**src/verilog/lsw_irq_pkg.sv**
```systemverilog
// shared constants and carrier structs for the load switch irq block
package lsw_irq_pkg;

  // ***********************************
  // register offsets
  // ***********************************
  localparam logic [7:0] PRIMARY_FLAGS_OFF = 8'h01;
  localparam logic [7:0] SWITCH_FLAGS_OFF = 8'h02;
  localparam logic [7:0] IRQ_MASK_PRIMARY_OFF = 8'h03;

  // ***********************************
  // field positions
  // ***********************************
  localparam int PROG_VOLTAGE_BIT = 5;
  localparam int ADAPTER_CHANGE_BIT = 4;
  localparam int BUTTON_CHANGE_BIT = 3;
  localparam int OVERTEMP_WARN_BIT = 2;
  localparam int BACKUP_CELL_ACQ_BIT = 1;
  localparam int PROG_DONE_BIT = 0;
  localparam int SW_FAULT_LSB = 3;
  localparam int SW_LIMIT_LSB = 0;
  localparam int NUM_SWITCHES = 3;

  // ***********************************
  // reset values and field masks
  // ***********************************
  localparam logic [7:0] IRQ_MASK_PRIMARY_RST = 8'h00;
  localparam logic [7:0] FLAGS_RST = 8'h00;
  localparam logic [7:0] WRITABLE_MASK_BITS = 8'h3f;
  localparam logic [7:0] UNMAPPED_READ = 8'h00;

  // per-switch status from the analog side
  typedef struct packed {
    logic [2:0] overtemp;    // index 0 = switch one
    logic sw2_undervolt;
    logic [2:0] limiting;
    logic [2:0] enabled;
  } switch_status_s;

  // first-group event sources
  typedef struct packed {
    logic prog_voltage_low;  // level
    logic adapter_change;    // pulse
    logic button_change;     // pulse
    logic overtemp_warn;     // level
    logic backup_cell_acq;   // pulse
    logic prog_done;         // pulse
  } primary_events_s;

  // whole block state
  typedef struct packed {
    logic [7:0] primary_event_flags;
    logic [7:0] switch_event_flags;
    logic [7:0] irq_mask_primary;
    logic [7:0] rdata;
    logic irq_out_n;
  } state_s;

endpackage

```
**src/verilog/load_switch_irq_status_mask.sv**
```systemverilog
// status flags, primary mask and active-low interrupt line
// Function
// - bit 5 set while switch three is thermally shut off, else zero.
// - bit 4 set while switch two is off by overtemp or low input.
// - bit 3 set while switch one is thermally shut off, else zero.
// - bits 2..0 set while switches three, two, one limit output current.
// - limit flag reads zero when its switch is off or not limiting.
// - primary mask resets to zero; bits 5..0 writable, bits 7..6 read-only.
// - unmasked event drives the active-low interrupt output low.
// - masked event has no effect on the interrupt output.
// - voltage mask gates signalling only; monitoring keeps running.
// - primary status register holds the six events whatever the mask holds.
module load_switch_irq_status_mask (
  input wire logic sys_clk,
  input wire logic rst,
  input wire logic [7:0] reg_addr,
  input wire logic reg_wr_en,
  input wire logic reg_rd_en,
  input wire logic [7:0] reg_wdata,
  output logic [7:0] reg_rdata,
  input wire lsw_irq_pkg::primary_events_s events,
  input wire lsw_irq_pkg::switch_status_s sw,
  output logic irq_out_n
);

  // ***********************************
  // decode
  // ***********************************
  function automatic logic hit(input logic [7:0] addr,
                               input logic [7:0] off);
    hit = (addr == off);
  endfunction

  lsw_irq_pkg::state_s st;
  lsw_irq_pkg::state_s next_st;
  logic [7:0] event_set;
  logic [7:0] live_switch;
  logic rd_primary;
  logic [7:0] next_pending;

  // ***********************************
  // switch flags follow live status
  // ***********************************
  genvar gi;
  generate
    for (gi = 0; gi < lsw_irq_pkg::NUM_SWITCHES; gi++) begin : g_sw
      // limit only counts while the switch is on
      assign live_switch[lsw_irq_pkg::SW_LIMIT_LSB + gi] =
        sw.limiting[gi] & sw.enabled[gi];
    end
  endgenerate
  assign live_switch[lsw_irq_pkg::SW_FAULT_LSB + 0] = sw.overtemp[0];
  assign live_switch[lsw_irq_pkg::SW_FAULT_LSB + 1] =
    sw.overtemp[1] | sw.sw2_undervolt;
  assign live_switch[lsw_irq_pkg::SW_FAULT_LSB + 2] = sw.overtemp[2];
  assign live_switch[7:6] = 2'h0;

  // ***********************************
  // primary event capture
  // ***********************************
  // the voltage monitor feeds the flag whatever the mask holds
  always_comb begin
    event_set = 8'h00;
    event_set[lsw_irq_pkg::PROG_VOLTAGE_BIT] = events.prog_voltage_low;
    event_set[lsw_irq_pkg::ADAPTER_CHANGE_BIT] = events.adapter_change;
    event_set[lsw_irq_pkg::BUTTON_CHANGE_BIT] = events.button_change;
    event_set[lsw_irq_pkg::OVERTEMP_WARN_BIT] = events.overtemp_warn;
    event_set[lsw_irq_pkg::BACKUP_CELL_ACQ_BIT] = events.backup_cell_acq;
    event_set[lsw_irq_pkg::PROG_DONE_BIT] = events.prog_done;
  end

  assign rd_primary = reg_rd_en &
    hit(reg_addr, lsw_irq_pkg::PRIMARY_FLAGS_OFF);

  // ***********************************
  // next state
  // ***********************************
  always_comb begin
    next_st = st;
    next_st.switch_event_flags = live_switch;
    // read clears, a same-cycle event still wins
    next_st.primary_event_flags =
      (rd_primary ? 8'h00 : st.primary_event_flags) | event_set;
    if (reg_wr_en && hit(reg_addr, lsw_irq_pkg::IRQ_MASK_PRIMARY_OFF)) begin
      next_st.irq_mask_primary =
        reg_wdata & lsw_irq_pkg::WRITABLE_MASK_BITS;
    end
    next_st.rdata = lsw_irq_pkg::UNMAPPED_READ;
    if (reg_rd_en) begin
      case (reg_addr)
        lsw_irq_pkg::PRIMARY_FLAGS_OFF: begin
          next_st.rdata = st.primary_event_flags;
        end
        lsw_irq_pkg::SWITCH_FLAGS_OFF: begin
          next_st.rdata = st.switch_event_flags;
        end
        lsw_irq_pkg::IRQ_MASK_PRIMARY_OFF: begin
          next_st.rdata = st.irq_mask_primary;
        end
        default: begin
          next_st.rdata = lsw_irq_pkg::UNMAPPED_READ;
        end
      endcase
    end
    // from next values so the pin lines up with the flags it reports
    next_pending = next_st.primary_event_flags &
      ~next_st.irq_mask_primary;
    next_st.irq_out_n = ~(|next_pending);
  end

  always_ff @(posedge sys_clk) begin
    if (rst) begin
      st.primary_event_flags <= lsw_irq_pkg::FLAGS_RST;
      st.switch_event_flags <= lsw_irq_pkg::FLAGS_RST;
      st.irq_mask_primary <= lsw_irq_pkg::IRQ_MASK_PRIMARY_RST;
      st.rdata <= lsw_irq_pkg::UNMAPPED_READ;
      st.irq_out_n <= 1'b1;
    end else begin
      st <= next_st;
    end
  end

  assign reg_rdata = st.rdata;
  assign irq_out_n = st.irq_out_n;

  // ***********************************
  // checks
  // ***********************************
  AST_SW3_FAULT: assert property (@(posedge sys_clk) disable iff (rst)
    sw.overtemp[2] |=> st.switch_event_flags[5])
    else $error("switch three fault flag not set");
  AST_SW2_FAULT: assert property (@(posedge sys_clk) disable iff (rst)
    (sw.overtemp[1] || sw.sw2_undervolt) |=> st.switch_event_flags[4])
    else $error("switch two fault flag not set");
  AST_SW1_FAULT: assert property (@(posedge sys_clk) disable iff (rst)
    !sw.overtemp[0] |=> !st.switch_event_flags[3])
    else $error("switch one fault flag set without cause");
  AST_SW3_LIMIT: assert property (@(posedge sys_clk) disable iff (rst)
    (sw.limiting[2] && sw.enabled[2]) |=> st.switch_event_flags[2])
    else $error("switch three limit flag not set");
  AST_LIMIT_OFF: assert property (@(posedge sys_clk) disable iff (rst)
    !sw.enabled[1] |=> !st.switch_event_flags[1])
    else $error("limit flag set while switch off");
  AST_MASK_RO: assert property (@(posedge sys_clk) disable iff (rst)
    st.irq_mask_primary[7:6] == 2'h0)
    else $error("read-only mask bits changed");
  AST_UNMASKED_IRQ: assert property (@(posedge sys_clk)
    disable iff (rst)
    (events.adapter_change && !next_st.irq_mask_primary[4]) |=> !irq_out_n)
    else $error("unmasked event did not pull interrupt low");
  AST_MASKED_QUIET: assert property (@(posedge sys_clk)
    disable iff (rst)
    (st.irq_mask_primary[5:0] == 6'h3f) |-> irq_out_n)
    else $error("masked events drove interrupt");
  AST_VMON_MASKED: assert property (@(posedge sys_clk) disable iff (rst)
    (events.prog_voltage_low && st.irq_mask_primary[5])
      |=> st.primary_event_flags[5])
    else $error("voltage monitor stopped under mask");
  AST_SET_WINS: assert property (@(posedge sys_clk) disable iff (rst)
    (events.button_change && rd_primary) |=> st.primary_event_flags[3])
    else $error("event lost on clearing read");
  AST_RELEASE: assert property (@(posedge sys_clk) disable iff (rst)
    (rd_primary && event_set == 8'h00) |=> irq_out_n)
    else $error("interrupt held with no pending flag");

  // ***********************************
  // register port and pin checks
  // ***********************************
  // every output is registered, so read data is looked at one edge later; the pin is checked in the same cycle as the flags
  AST_SW3_CLEAR: assert property (@(posedge sys_clk) disable iff (rst)
    !sw.overtemp[2] |=> !st.switch_event_flags[5])
    else $error("switch three fault flag set without cause");
  AST_SW2_CLEAR: assert property (@(posedge sys_clk) disable iff (rst)
    !(sw.overtemp[1] || sw.sw2_undervolt) |=> !st.switch_event_flags[4])
    else $error("switch two fault flag set without cause");
  AST_SW1_SET: assert property (@(posedge sys_clk) disable iff (rst)
    sw.overtemp[0] |=> st.switch_event_flags[3])
    else $error("switch one fault flag not set");
  AST_SW2_LIMIT: assert property (@(posedge sys_clk) disable iff (rst)
    (sw.limiting[1] && sw.enabled[1]) |=> st.switch_event_flags[1])
    else $error("switch two limit flag not set");
  AST_SW1_LIMIT: assert property (@(posedge sys_clk) disable iff (rst)
    (sw.limiting[0] && sw.enabled[0]) |=> st.switch_event_flags[0])
    else $error("switch one limit flag not set");
  AST_LIMIT_IDLE: assert property (@(posedge sys_clk) disable iff (rst)
    !sw.limiting[2] |=> !st.switch_event_flags[2])
    else $error("limit flag set while not limiting");
  AST_LIMIT_OFF1: assert property (@(posedge sys_clk) disable iff (rst)
    !sw.enabled[0] |=> !st.switch_event_flags[0])
    else $error("switch one limit flag set while off");
  AST_SW_RSVD: assert property (@(posedge sys_clk) disable iff (rst)
    st.switch_event_flags[7:6] == 2'h0)
    else $error("reserved switch flag bits set");
  AST_PRIM_RSVD: assert property (@(posedge sys_clk) disable iff (rst)
    st.primary_event_flags[7:6] == 2'h0)
    else $error("reserved primary flag bits set");
  AST_MASK_WRITE: assert property (@(posedge sys_clk) disable iff (rst)
    (reg_wr_en && hit(reg_addr, lsw_irq_pkg::IRQ_MASK_PRIMARY_OFF))
      |=> st.irq_mask_primary ==
      ($past(reg_wdata) & lsw_irq_pkg::WRITABLE_MASK_BITS))
    else $error("mask write did not land");
  AST_MASK_HOLD: assert property (@(posedge sys_clk) disable iff (rst)
    !(reg_wr_en && hit(reg_addr, lsw_irq_pkg::IRQ_MASK_PRIMARY_OFF))
      |=> $stable(st.irq_mask_primary))
    else $error("mask changed without a write");
  AST_PRIM_READ: assert property (@(posedge sys_clk) disable iff (rst)
    rd_primary |=> reg_rdata == $past(st.primary_event_flags))
    else $error("primary flag read returned wrong data");
  AST_SW_READ: assert property (@(posedge sys_clk) disable iff (rst)
    (reg_rd_en && hit(reg_addr, lsw_irq_pkg::SWITCH_FLAGS_OFF))
      |=> reg_rdata == $past(st.switch_event_flags))
    else $error("switch flag read returned wrong data");
  AST_MASK_READ: assert property (@(posedge sys_clk) disable iff (rst)
    (reg_rd_en && hit(reg_addr, lsw_irq_pkg::IRQ_MASK_PRIMARY_OFF))
      |=> reg_rdata == $past(st.irq_mask_primary))
    else $error("mask read returned wrong data");
  AST_RDATA_IDLE: assert property (@(posedge sys_clk) disable iff (rst)
    !reg_rd_en |=> reg_rdata == 8'h00)
    else $error("read data stood without a read");
  AST_STICKY: assert property (@(posedge sys_clk) disable iff (rst)
    (st.primary_event_flags[0] && !rd_primary)
      |=> st.primary_event_flags[0])
    else $error("primary flag dropped without a read");
  AST_EVENT_SET: assert property (@(posedge sys_clk) disable iff (rst)
    events.prog_done |=> st.primary_event_flags[0])
    else $error("programming done flag not set");
  AST_VMON_FLAG: assert property (@(posedge sys_clk) disable iff (rst)
    events.prog_voltage_low |=> st.primary_event_flags[5])
    else $error("voltage flag not set");
  AST_IRQ_LOW: assert property (@(posedge sys_clk) disable iff (rst)
    |(st.primary_event_flags & ~st.irq_mask_primary) |-> !irq_out_n)
    else $error("interrupt released with a pending flag");
  AST_IRQ_HIGH: assert property (@(posedge sys_clk) disable iff (rst)
    !(|(st.primary_event_flags & ~st.irq_mask_primary)) |-> irq_out_n)
    else $error("interrupt low with nothing pending");

endmodule

```
**config.mk**
```make
export PLATFORM = sky130hd
export DESIGN_NAME = load_switch_irq_status_mask
export DESIGN_NICKNAME = d
export VERILOG_FILES = /design/src/verilog/lsw_irq_pkg.sv /design/src/verilog/load_switch_irq_status_mask.sv
export SDC_FILE = /design/constraint.sdc
export NUM_CORES = 1
export LEC_CHECK = 0
export ABC_AREA = 1
export BUFFER_PORTS_ARGS = -buffer_cell sky130_fd_sc_hd__buf_2
export CORE_UTILIZATION = 25
export CTS_BUF_LIST = sky130_fd_sc_hd__clkbuf_2 sky130_fd_sc_hd__clkbuf_4 sky130_fd_sc_hd__clkbuf_8
export DETAILED_ROUTE_END_ITERATION = 6
export GPL_TIMING_DRIVEN = 0
export PLACE_DENSITY = 0.55
export REMOVE_ABC_BUFFERS = 1
export SETUP_SLACK_MARGIN = 0.2
export SLEW_MARGIN = 20
export SYNTH_ARGS = -nofsm -noshare
export SYNTH_HDL_FRONTEND = slang
export SYNTH_SLANG_ARGS = --single-unit
```
**constraint.sdc**
```tcl
create_clock -name sys_clk -period 1.1 [get_ports sys_clk]
set_input_delay 0.22 -clock sys_clk [delete_from_list [all_inputs] [get_ports sys_clk]]
set_output_delay 0.22 -clock sys_clk [all_outputs]
set_load 0.05 [all_outputs]
```
==> summary.md <==
| Metric | Value |
|---|---|
| Status | `finished, final reports clean` |
| Power Density | `1150 nW/um^2` |
| Crit path top cell by count | `nand2_2` |
| Cells after synthesis | `192` |
| Peak VDD IR | `0.000647 V` |
| Clock Sinks | `31` |
| Met2 usage | `22.1%` |
| DRC | `0` |
| DP Wirelength | `2090 microns` |
| # diodes | `0` |
| Crit path time final | `1.04 ns` |
| Worst Tran Pin Value | `0.444 ns` |
| Yosys top cell area share | `45.3%` |
| H-tree level count | `2` |
| Die area | `5780 sq um` |
| Fin Clk Skew | `0.00433 ns` |
| Growth of design area from synthesis to finish | `53.8%` |
| Setup CP Type | `in -> reg` |
| Row count | `26` |
| CP Capture Type | `register` |
| Final hold violations | `0` |
| CTS Buf Count | `5` |
| Die width | `76.0 microns` |
| DRT iter0 DRCs | `67` |
| Multi-input combinational cell area | `699 sq um` |
| Dpl cells | `293` |
| Global-route wire length before repair | `5640 microns` |
| Starting density of the core | `26.3%` |
| GRT Util Overall | `12.7%` |
| IO Port Bufs | `42` |
| Critical path's top delay family | `simple AND/OR/NAND/NOR gates` |
| Ranking of synthesized cells by area | `dfxtp_1 (45%), nand2_1 (19%), nor2_1 (6.6%)` |
| Die span in y | `76.0 microns` |
| Root buf cell | `clkbuf_8` |
| CP Launch Type | `primary input` |
| ANT nets after route | `0` |
| Pre-antenna DRT Iters | `4` |
| Register Area | `631 sq um` |
| TritonCTS clock tree | `yes` |
| Nets | `279` |
| Grt ovf | `0` |
| Dominant cell type by area after synthesis | `dfxtp_1` |
| Post-route insts no fill | `314` |
| Post-synth ARST share | `0%` |
| Final Setup Violations | `0` |
| Hold slack final | `0.135 ns` |
| Via count | `1297` |
| Ys Warns | `0` |
| Grt met3 use | `5.03%` |
| DR WL/cell | `10.8 microns` |
| Hold Crit Class | `in -> reg` |
| Core ar. | `5200 sq um` |
| Synth Cell Area | `1370 sq um` |
| Crit path buf inv count | `2` |
| Initial antenna violation count | `0` |
| Final Cycle Share | `94.9%` |
| Fmax | `958 MHz` |
| Share of cells above drive strength 1 | `45.5%` |
| CP max stage delay | `0.14 ns` |
| Post-synth top cells | `nand2_1 (68), dfxtp_1 (31), nor2_1 (24)` |
| Sequential-to-total area share from yosys stat | `45.3%` |
| Fill cells | `548` |
| Detailed Route WL | `3400 microns` |
| Top_reg_cell synth | `dfxtp_1` |
| Critical Path RT | `1.28 ns` |
| Overall Power | `2.42 mW` |
| Largest net degree at the start of global routing | `24` |
| Vias in the first global route | `1264` |
| Max-cap viol count | `0` |
| Mean instance size in the synthesized netlist | `7.13 sq um` |
| GPL Wtd Cong | `0.705` |
| CP max-delay cell | `nor2_4` |
| Leakage | `0.962 nW` |
| CTS clk-pin slew, worst paths | `0.06 ns` |
| Busiest grt layer | `met2` |
| Post-synth EDFFs | `0` |
| CTS Buffer Depth | `2` |
| Most numerous cell in the Yosys netlist | `nand2_1` |
| IO Count | `45` |
| Met1 usage | `13.8%` |
| CTS Hold Bufs | `0` |
| Fin util | `40.5%` |
| Worst-skew pair later-pin latency | `0.29 ns` |
| Register bit count reported by yosys | `31` |
| Unrepaired setup endpoints after global routing | `true` |
| Vias per std cell | `4.13` |
| Worst-path maximum fanout | `7` |
| Critical path cell sequence | `buf_6 -> nor2_4 -> nand2_4 -> nor2_4 -> buf_12 -> nand3_2 -> nand2_2 -> nand2_2 -> nand2_2 -> nor2_1 -> nand2_1 -> nand2_1` |
| Critical Path AT | `1.23 ns` |
| Max Slew Vio Count | `0` |
| Slew margin rel. | `70.4%` |
| Synth cell types | `18` |
[layout make-up]
cell class,count,share of cell area (%)
clock buffers,8,4.93
inverters,26,5.23
multi-input cells,125,33.2
flip-flops and latches,31,29.9
well taps,70,4.16
repair buffers,54,22.5
[placed cells by master, fill, tap and decap left out, types with 6 or more instances in the layout]
master / n
buf_8: 8
dfxtp_2: 8
a21oi_1: 8
dfxtp_1: 23
buf_4: 10
inv_1: 18
nand2_2: 13
clkbuf_8: 7
nor2_1: 19
buf_6: 9
nor2_4: 6
nand2_1: 53
buf_2: 25
[worst min-delay path, stage by stage]
cell    delay [ns]
buf_2         0.07
inv_1         0.03
nor2_1        0.06
[metrics by stage]
| step | TNS, ns | worst slack (ns) | instance area (sq um) |
|---|---|---|---|
| after floorplan | -0.0675 | -0.0675 | 1290 |
| after CTS | 0 | 0.0797 | 2010 |
| after detailed placement | -4.83 | -0.430 | 1590 |
| after global routing | -0.000230 | -0.000230 | 2110 |
| after global placement | -4.27 | -0.405 | 1590 |
| final | 0 | 0.0558 | 2110 |
[sequential cells by signal, summed over array words and instances (netlist names)]
signal,cells
irq_out_n,1
reg_rdata,8
st,22
[cells by family after synthesis]
family,share of synthesized area (%)
flip-flops,45.3
buffers and inverters,12.9
AND/OR/NAND/NOR,35.8
AO/OA/AOI/OAI,5.94
[repair_timing]
action                                  4_1_cts  5_1_grt
endpoints found under the setup margin       24       21
gates cloned                                  2        0
setup buffers                                 9        2
pin swaps                                    23       19
resized for setup                            67       21
[where the power goes]
group | switching [mW] | internal (mW)
clock network | 0.420 | 0.595
logic | 0.127 | 0.118
registers | 0.0128 | 1.15
total | 0.560 | 1.86
[per-layer routing]
layer  wire [microns]  share of wire, %
met5                0                 0
met3              191               5.6
met4               50               1.5
met2             1700                50
met1             1450                43
[worst paths after layout]
check	from	cells after the start	slack [ns]	to
min reg2reg	st[18]	2	0.45	reg_rdata[1]
max	reg_addr[7]	12	0.06	irq_out_n
max reg2reg	st[12]	8	0.22	irq_out_n
min	sw[7]	3	0.14	st[20]
Power figures use the tool's default switching activity.
